### src/hw/amc_consts.vh
`ifndef AMC_CONSTS_VH
`define AMC_CONSTS_VH

// Register addressing
`define AMC_ADDR_W          6
`define AMC_ADDR_MODE       6'h01
`define AMC_MODE_RESET      16'h2000
`define AMC_MODE_WMASK      16'hA77C

// Mode register fields
`define AMC_REF_EN_BIT      15
`define AMC_SETTLED_BIT     13
`define AMC_DLY_HI          10
`define AMC_DLY_LO          8
`define AMC_OPM_HI          6
`define AMC_OPM_LO          4
`define AMC_CLK_HI          3
`define AMC_CLK_LO          2

// Operating modes
`define AMC_OPM_CONT        3'h0
`define AMC_OPM_SINGLE      3'h1
`define AMC_OPM_STANDBY     3'h2
`define AMC_OPM_PWRDN       3'h3

// Clock source codes
`define AMC_CLK_INT         2'h0
`define AMC_CLK_INT_OUT     2'h1
`define AMC_CLK_EXT         2'h2
`define AMC_CLK_XTAL        2'h3

// Channel-switch delays in microseconds, clock at 100 MHz
`define AMC_CLK_MHZ         100
`define AMC_DLY0_US         0
`define AMC_DLY1_US         16
`define AMC_DLY2_US         64
`define AMC_DLY3_US         160
`define AMC_DLY4_US         400
`define AMC_DLY5_US         800
`define AMC_DLY6_US         3000
`define AMC_DLY7_US         4000
`define AMC_CNT_W           20

`endif

### src/hw/amc_mode_ctrl.v
`timescale 1ns/1ps
`include "amc_consts.vh"
module amc_mode_ctrl #(
  parameter [19:0] DLY1 = 20'd`AMC_DLY1_US * 20'd`AMC_CLK_MHZ,
  parameter [19:0] DLY2 = 20'd`AMC_DLY2_US * 20'd`AMC_CLK_MHZ,
  parameter [19:0] DLY3 = 20'd`AMC_DLY3_US * 20'd`AMC_CLK_MHZ,
  parameter [19:0] DLY4 = 20'd`AMC_DLY4_US * 20'd`AMC_CLK_MHZ,
  parameter [19:0] DLY5 = 20'd`AMC_DLY5_US * 20'd`AMC_CLK_MHZ,
  parameter [19:0] DLY6 = 20'd`AMC_DLY6_US * 20'd`AMC_CLK_MHZ,
  parameter [19:0] DLY7 = 20'd`AMC_DLY7_US * 20'd`AMC_CLK_MHZ
) (
  input  wire        i_sys_clk,
  input  wire        i_rst_b,
  input  wire        i_reg_wr,
  input  wire        i_reg_rd,
  input  wire [5:0]  i_reg_addr,
  input  wire [15:0] i_reg_wdata,
  output reg  [15:0] o_reg_rdata,
  output wire        o_reg_hit,
  input  wire        i_chan_switch,
  input  wire        i_result_valid,
  input  wire [3:0]  i_result_chan,
  input  wire        i_data_read,
  output wire        o_filter_reset,
  output wire        o_conv_start,
  output wire        o_settle_busy,
  output wire        o_ref_enable,
  output wire        o_reference_output_pin_en,
  output wire        o_settled_only_output,
  output wire [2:0]  o_op_mode,
  output wire [1:0]  o_master_clock_source_select,
  output wire        o_int_osc_enable,
  output wire        o_clock_io_pin_oe,
  output wire        o_crystal_input_pin_en,
  output wire        o_ready_b,
  output wire [3:0]  o_status_chan
);

  //////////////////////////////////////////////////////////////////////////
  // Register write

  reg [15:0] converter_mode_control;
  reg [15:0] next_converter_mode_control;
  reg        wr_pulse;
  reg [15:0] next_reg_rdata;
  reg        ready_b;
  reg        next_ready_b;
  reg [3:0]  status_chan;
  reg [3:0]  next_status_chan;
  reg        int_osc_en;
  reg        clk_io_oe;
  reg        xtal_en;

  function is_mode_addr;
    input [5:0] addr;
    begin
      is_mode_addr = (addr == `AMC_ADDR_MODE);
    end
  endfunction

  function run_after_write;
    input [2:0] mode;
    begin
      run_after_write = (mode != `AMC_OPM_STANDBY) &&
                        (mode != `AMC_OPM_PWRDN);
    end
  endfunction

  wire mode_wr = i_reg_wr && is_mode_addr(i_reg_addr);

  assign o_reg_hit = is_mode_addr(i_reg_addr);

  always @* begin
    next_converter_mode_control = converter_mode_control;
    if (mode_wr) begin
      // Unused bits are dropped; host must write them as zero
      next_converter_mode_control = i_reg_wdata & `AMC_MODE_WMASK;
    end
  end

  always @(posedge i_sys_clk or negedge i_rst_b) begin
    if (!i_rst_b) begin
      converter_mode_control <= `AMC_MODE_RESET;
      wr_pulse               <= 1'b0;
    end else begin
      converter_mode_control <= next_converter_mode_control;
      wr_pulse               <= mode_wr;
    end
  end

  //////////////////////////////////////////////////////////////////////////
  // Readback

  // Other addresses read as zero
  always @* begin
    next_reg_rdata = o_reg_rdata;
    if (i_reg_rd && is_mode_addr(i_reg_addr)) begin
      next_reg_rdata = converter_mode_control & `AMC_MODE_WMASK;
    end else if (i_reg_rd) begin
      next_reg_rdata = 16'h0000;
    end
  end

  always @(posedge i_sys_clk or negedge i_rst_b) begin
    if (!i_rst_b) begin
      o_reg_rdata <= 16'h0000;
    end else begin
      o_reg_rdata <= next_reg_rdata;
    end
  end

  //////////////////////////////////////////////////////////////////////////
  // Field decode

  wire [2:0] opm      = converter_mode_control[`AMC_OPM_HI:`AMC_OPM_LO];
  wire [1:0] clk_sel  = converter_mode_control[`AMC_CLK_HI:`AMC_CLK_LO];
  wire [2:0] dly_code = converter_mode_control[`AMC_DLY_HI:`AMC_DLY_LO];

  assign o_ref_enable = converter_mode_control[`AMC_REF_EN_BIT];
  assign o_reference_output_pin_en =
    converter_mode_control[`AMC_REF_EN_BIT];
  assign o_settled_only_output =
    converter_mode_control[`AMC_SETTLED_BIT];
  assign o_op_mode = opm;
  assign o_master_clock_source_select = clk_sel;

  always @* begin
    int_osc_en = 1'b0;
    clk_io_oe  = 1'b0;
    xtal_en    = 1'b0;
    case (clk_sel)
      `AMC_CLK_INT: begin
        int_osc_en = 1'b1;
      end
      `AMC_CLK_INT_OUT: begin
        int_osc_en = 1'b1;
        clk_io_oe  = 1'b1;
      end
      `AMC_CLK_XTAL: begin
        xtal_en = 1'b1;
      end
      default: begin
        // External clock needs no local source
        int_osc_en = 1'b0;
      end
    endcase
  end

  assign o_int_osc_enable       = int_osc_en;
  assign o_clock_io_pin_oe      = clk_io_oe;
  assign o_crystal_input_pin_en = xtal_en;

  // Fresh run after write unless standby or power-down
  assign o_filter_reset = wr_pulse;
  assign o_conv_start   = wr_pulse && run_after_write(opm);

  //////////////////////////////////////////////////////////////////////////
  // Channel-switch settling wait

  // Mode write aborts a pending wait
  amc_delay_timer #(
    .DLY1 (DLY1),
    .DLY2 (DLY2),
    .DLY3 (DLY3),
    .DLY4 (DLY4),
    .DLY5 (DLY5),
    .DLY6 (DLY6),
    .DLY7 (DLY7)
  ) u_delay (
    .i_sys_clk (i_sys_clk),
    .i_rst_b   (i_rst_b),
    .i_start   (i_chan_switch),
    .i_abort   (wr_pulse),
    .i_code    (dly_code),
    .o_busy    (o_settle_busy)
  );

  //////////////////////////////////////////////////////////////////////////
  // Ready flag and result channel

  // Write restarts the filter, so an in-flight result is stale
  wire result_take = i_result_valid && !mode_wr && !wr_pulse;

  // New result beats a data read in the same cycle
  always @* begin
    next_ready_b     = ready_b;
    next_status_chan = status_chan;
    if (result_take) begin
      next_ready_b     = 1'b0;
      next_status_chan = i_result_chan;
    end else if (i_data_read || mode_wr) begin
      next_ready_b = 1'b1;
    end
  end

  always @(posedge i_sys_clk or negedge i_rst_b) begin
    if (!i_rst_b) begin
      ready_b     <= 1'b1;
      status_chan <= 4'h0;
    end else begin
      ready_b     <= next_ready_b;
      status_chan <= next_status_chan;
    end
  end

  assign o_ready_b     = ready_b;
  assign o_status_chan = status_chan;

endmodule

### src/hw/amc_delay_timer.v
`timescale 1ns/1ps
// Settling wait counter loaded on each channel switch, unless an abort arrives in the same cycle
module amc_delay_timer #(
  parameter [19:0] DLY1 = 20'h00640,
  parameter [19:0] DLY2 = 20'h01900,
  parameter [19:0] DLY3 = 20'h03E80,
  parameter [19:0] DLY4 = 20'h09C40,
  parameter [19:0] DLY5 = 20'h13880,
  parameter [19:0] DLY6 = 20'h493E0,
  parameter [19:0] DLY7 = 20'h61A80
) (
  input  wire       i_sys_clk,
  input  wire       i_rst_b,
  input  wire       i_start,
  input  wire       i_abort,
  input  wire [2:0] i_code,
  output wire       o_busy
);

  reg [19:0] cnt;

  function [19:0] dly_cycles;
    input [2:0] code;
    begin
      case (code)
        3'h1:    dly_cycles = DLY1;
        3'h2:    dly_cycles = DLY2;
        3'h3:    dly_cycles = DLY3;
        3'h4:    dly_cycles = DLY4;
        3'h5:    dly_cycles = DLY5;
        3'h6:    dly_cycles = DLY6;
        3'h7:    dly_cycles = DLY7;
        default: dly_cycles = 20'h00000;
      endcase
    end
  endfunction

  always @(posedge i_sys_clk or negedge i_rst_b) begin
    if (!i_rst_b) begin
      cnt <= 20'h00000;
    end else if (i_abort) begin
      cnt <= 20'h00000;
    end else if (i_start) begin
      cnt <= dly_cycles(i_code);
    end else if (cnt != 20'h00000) begin
      cnt <= cnt - 20'h00001;
    end
  end

  assign o_busy = (cnt != 20'h00000);

endmodule

### config.mk
export PLATFORM = sky130hd
export DESIGN_NAME = amc_mode_ctrl
export DESIGN_NICKNAME = d
export VERILOG_FILES = /design/src/hw/amc_mode_ctrl.v /design/src/hw/amc_delay_timer.v
export VERILOG_INCLUDE_DIRS = /design/src /design/src/hw
export SDC_FILE = /design/constraint.sdc
export NUM_CORES = 1
export LEC_CHECK = 0
export BUFFER_PORTS_ARGS = -buffer_cell sky130_fd_sc_hd__buf_2
export CORE_MARGIN = 2
export CORE_UTILIZATION = 38
export CTS_CLUSTER_DIAMETER = 40
export DETAILED_ROUTE_END_ITERATION = 10
export GPL_TIMING_DRIVEN = 0
export PLACE_DENSITY = 0.64
export SLEW_MARGIN = 15
export SYNTH_ARGS = -nofsm -noshare
export SYNTH_HDL_FRONTEND = slang
export SYNTH_SLANG_ARGS = --single-unit
### constraint.sdc
create_clock -name i_sys_clk -period 2.2 [get_ports i_sys_clk]
set_input_delay 0.22 -clock i_sys_clk [delete_from_list [all_inputs] [get_ports i_sys_clk]]
set_output_delay 0.22 -clock i_sys_clk [all_outputs]
set_load 0.01 [all_outputs]
* After elaboration in Yosys (flattened, before gate mapping)
Index checks and enable logic that the tools add are counted.
** Operators by class
- Add/subtract/negate cells :: 1
- Multipliers :: 0
- Divide/modulo/power cells :: 0
- $lt $le $gt $ge :: 0
- Eq/ne operators :: 12
- Shift operators :: 0
- Multiplexer cells :: 11
- Bitwise operators :: 0
- Reductions and logical operators :: 15
** Operators with widths (number)
- 19-bit case mux with 7 select lines :: 1
- 20-bit two-way mux :: 3
- 16-bit two-way mux :: 2
- 20-bit nonzero test :: 1
- 20-bit by 1-bit subtractor with 20-bit output (second input constant) :: 1
- 3-bit == test (second input constant) :: 4
- 3-bit by 2-bit == test with 1-bit output (second input constant) :: 2
- 6-bit by 1-bit == test with 1-bit output (second input constant) :: 1
- 1-bit logical AND :: 6
- 3-bit by 2-bit != test with 1-bit output (second input constant) :: 2
- 1-bit two-way mux :: 5
- 2-bit nonzero test :: 2
- 3-bit by 1-bit == test with 1-bit output (second input constant) :: 1
- 3-bit nonzero test :: 1
- 2-bit by 1-bit == test with 1-bit output (second input constant) :: 1
- 2-bit == test (second input constant) :: 1
- 1-bit logical NOT :: 2
- 2-bit logical NOT :: 1
- 2-bit OR reduction :: 1
- 1-bit logical OR :: 1
** Word-level totals
- Bits in registers :: 52
- Latch bits :: 0
- RAM bits :: 0
- ROM bits :: 0
- Word-level logic and storage cells :: 45
- Memories kept :: 0

* Logic depth before layout (Yosys ltp)
- Depth in word-level cells :: 6
- Mapped depth :: 8
- Depth with buffers taken out :: 8

* Hierarchy
A second synthesis with hierarchy kept.
** Unflattened totals
- Cell total of the unflattened synthesis :: 247
- Area total of the unflattened synthesis :: 2484.9 sq um
** By module, submodules not included
- amc_delay_timer :: instances 1, cells each 144, area an instance 1278.7 sq um
- amc_mode_ctrl :: instances 1, cells each 103, area an instance 1206.2 sq um

* Worst setup path after synthesis
Ideal clock, no wire load.
- Path kind :: register -> register
- Start :: register u_delay.cnt[0]
- End :: register u_delay.cnt[18]
- Setup time :: 140 ps
- Arrival :: 1663 ps
- Required time :: 2060 ps
- Setup slack :: 397 ps
- Stages on the path, launching flop included :: 8
- Clock period less this slack :: 1803 ps
- Cells stage by stage :: dfrtp_1 > inv_1 > ha_1 > nor3b_2 > nand4_1 > o31a_1 > nor3_1 > a211oi_1
** Between the ends
- Cells in the longest elaborated chain, start to end :: 4
- Elaborated cells between the ends (all ways) :: 6
- Those cells by class :: add/sub (1); mux (3); reduce/logical (2)
** RTL lines
- from (decl) :: line amc_delay_timer.v:20 : reg [19:0] cnt;
- from (signal assigned) :: line amc_delay_timer.v:44 : cnt <= dly_cycles(i_code);
- from (signal assigned) :: line amc_delay_timer.v:46 : cnt <= cnt - 20'h00001;
- 20-bit by 1-bit subtractor with 20-bit output :: line amc_delay_timer.v:46
- 20-bit two-way mux :: line amc_delay_timer.v:45 : end else if (cnt != 20'h00000) begin
- 20-bit two-way mux :: line amc_delay_timer.v:43 : end else if (i_start) begin
- 20-bit two-way mux :: line amc_delay_timer.v:41 : end else if (i_abort) begin
Several ways; a longest one is shown, not always the timed one. The select of a mux whose other input is x is not followed.
A chain may end at the register's enable or synchronous reset.

* Final worst setup path
- Start :: register u_delay.cnt[15]
- End :: output port o_settle_busy
** Between the ends
- Cells in the longest elaborated chain, start to end :: 1
** RTL lines
- 20-bit nonzero test :: line amc_delay_timer.v:50 : assign o_busy = (cnt != 20'h00000);
- to (decl) :: line amc_mode_ctrl.v:26 : output wire o_settle_busy,
No other way between the ends.

==> metrics.md <==
| Metric | Value |
|---|---|
| Gr usage total | 15.3% |
| Cell Area, Synth | 2390 µm² |
| Largest net degree at the start of global routing | 47 |
| # DRC | 0 |
| Final Hold Fails | 0 |
| Startpoint Class | register |
| Pwr/cell area | 708 nW/µm² |
| Share of cells above drive strength 1 | 35.8% |
| Initial Utilization | 39.9% |
| Diodes inserted | 0 |
| Hold crit path type | in2reg |
| Status | complete, no violations |
| Clock tree buffer depth | 2 |
| Distinct cells, synth | 45 |
| Area growth from synthesis to layout | 26.8% |
| Top sig layer | met4 |
| Crit. End Element | primary output |
| Ports | 69 |
| Multi-input combinational cell area | 1070 µm² |
| CTS sink cnt | 46 |
| Filler cells | 564 |
| Crit path time final | 2120 ps |
| DRT antenna net count | 0 |
| Pre-CTS WS | 0.699 ps |
| Initial DRC count | between 60 and 70 |
| Mean Syn Cell Area | 9.88 µm² |
| Worst endpoint required time | 1980 ps |
| Kind of critical path | reg2out |
| H-tree depth | 2 |
| Final Skew | 6.00 ps |
| Per-cell routed wire length | roughly 13 µm |
| RD Place Congestion | 0.731 |
| Post-synthesis sequential area ratio | 48.2% |
| Setup slack after layout | 76.9 ps |
| Vias in the first global route | 1,863 |
| Arr. time, crit path | 1900 ps |
| Final period utilization | a little over nine tenths |
| Nets@finish | roughly 360 |
| Core Footprint | 5990 µm² |
| Slew margin rel. | between 60% and 70% |
| Leak | 1.46 nW |
| # port buffers | 55 |
| First-pass GRT wire length | 8.75 mm |
| Peak VDD IR | about 0.38 mV |
| Detailed placement HPWL | 3.66 mm |
| CTS buffer count | 5 |
| Root Driver | clkbuf_8 |
| WL final | 5.31 mm |
| Yosys warnings | 0 |
| Vias | approximately 2,000 |
| Final setup viols | 0 |
| Worst slew pin tran | 581 ps |
| TritonCTS clock tree | done |
| Antenna violations before repair | 0 |
| Clk slew on worst S/H paths | 90 ps |
| Max-cap violations | 0 |
| Die footprint | 6940 µm² |
| Total gr overflow | 0 |
| FMAX | 0.471 GHz |
| Post-Syn Instances | between 200 and 250 |
| Final max-slew violation count | 0 |
| Total power | 2.15 mW |
| Router iterations before antenna repair | 4 |
| Met1 wire length | 2.49 mm |
| Via density | ~5 |
| Met3 routed WL | about 310 µm |
| Core Rows | 28 |
| Die span in x | 83.3 µm |
| Metal2 WL | ~2.5 mm |
| Worst Path Max Fanout | 5 |
| Skew-Pair Late Insertion Delay | 300 ps |
| FF+latch area | 1150 µm² |
| Die height | between 80 and 90 µm |
| Yosys reg bits | 46 |
repair_timing:
item,CTS,global route
setup endpoints to repair,2,4
hold endpoints to repair,0,44
setup buffers,0,13
hold buffers,0,1
pin swaps,0,6
gates resized for setup,2,4
cloned,0,0
metal layers:
layer | up-vias | global-route usage (%)
met4 | 0 | 3.58
met3 | 2 | 3.98
met5 | - | 0
met2 | 55 | 25.4
li1 | 976 | -
met1 | 934 | 20.1
power breakdown:
group / internal [mW] / leakage (nW) / switching (mW)
combinational: 0.251 / 0.809 / 0.244
clock: 0.339 / 0.0514 / 0.291
sequential: 0.928 / 0.597 / 0.0954
worst paths after layout:
path	startpoint	to	slack, ps	cells past startpoint
setup / recovery	u_delay.cnt[15]	o_settle_busy	80	5
hold / removal	i_result_chan[3]	o_status_chan[3]	150	2
setup reg to reg	u_delay.cnt[15]	u_delay.cnt[12]	130	6
hold reg to reg	o_status_chan[2]	o_status_chan[2]	510	1
max in group asynchronous	i_rst_b	u_delay.cnt[14]	1310	2
min in group asynchronous	i_rst_b	u_delay.cnt[4]	470	2
kinds of logic (layout without fill, tap and decap cells):
logic type,after synthesis,count (layout),synth area share (%)
simple gates,79,79,19.1
compound gates,46,46,11.9
flops,46,46,48.2
buf+inv,43,120,8.95
mux,14,14,6.59
xor+xnor,11,11,4.03
fa+ha+maj,2,2,1.05
other cells,1,6,0.157
critical path, cell delays in order (launching register included):
cell     delay, ps
dfrtp_1        420
or3_4          400
or3_4          430
nor2_4         170
inv_4           60
buf_2          140
final cells by class:
| type | count | area share [%] |
|---|---|---|
| multi-input cells | 158 | 35.4 |
| clock inverters | 2 | 1.24 |
| plain buffers | 23 | 4.58 |
| repair buffers | 69 | 12.7 |
| clock buffers | 6 | 2.39 |
| flip-flops and latches | 46 | 38.1 |
| inverters | 20 | 2.56 |
| well taps | 75 | 3.09 |
synthesized netlist by cell type (all sizes together):
cell type  count  area share (%)
ha             2             1.0
nor3b          2             1.0
buf           14             4.4
inv           20             3.1
nand2         13             2.0
nor3           3            0.63
nand4          3             1.0
nor2          22             3.8
a31oi          2            0.52
o21ai         19             4.0
a21oi         11             2.3
o31a           2            0.73
nand2b         4             1.0
nor4           6             2.5
xor2           4             1.5
and3           1            0.26
or3            3             1.2
o22ai          2            0.52
o41ai          1            0.37
dfrtp         44              46
nand4b         2            0.73
nand3         13             2.7
or4            1            0.31
conb           1            0.16
o211ai         1            0.31
nor4b          1            0.37
clkbuf         9             1.4
and2           1            0.26
nand3b         3            0.94
o2bb2ai        1            0.37
dfstp          2             2.2
xnor2          7             2.6
mux2          14             6.6
nor2b          1            0.26
o31ai          1            0.89
a21o           1            0.31
a211oi         5             1.6
registers in the layout, indices dropped and copies added (netlist names):
signal,flops
u_delay.cnt,20
converter_mode_control,10
o_reg_rdata,10
o_status_chan,4
o_filter_reset,1
o_ready_b,1
layout by cell type, fill, tap and decap left out, types with 5 or more instances in the layout:
master / count
o21ai_0: 19
clkbuf_8: 5
dfrtp_1: 43
mux2_2: 14
nand2_1: 13
nor2_1: 21
conb_1: 6
xnor2_1: 7
buf_2: 54
a211oi_1: 5
nand3_1: 13
buf_4: 26
a21oi_1: 11
clkbuf_1: 10
inv_1: 19
metrics by stage:
stage	setup TNS, ps	hold WS, ps	std cells	utilization, %	area [µm²]
finish	0	150	399	50.6	3030
global route	-2.55	138	399	50.6	3030
CTS	0	140	385	48.5	2900
detailed placement	0	456	377	46.4	2780
global placement	0	447	377	46.4	2780
floorplan	0	-75.6	247	-	2410
No activity file was read; power rests on OpenSTA's default activity.
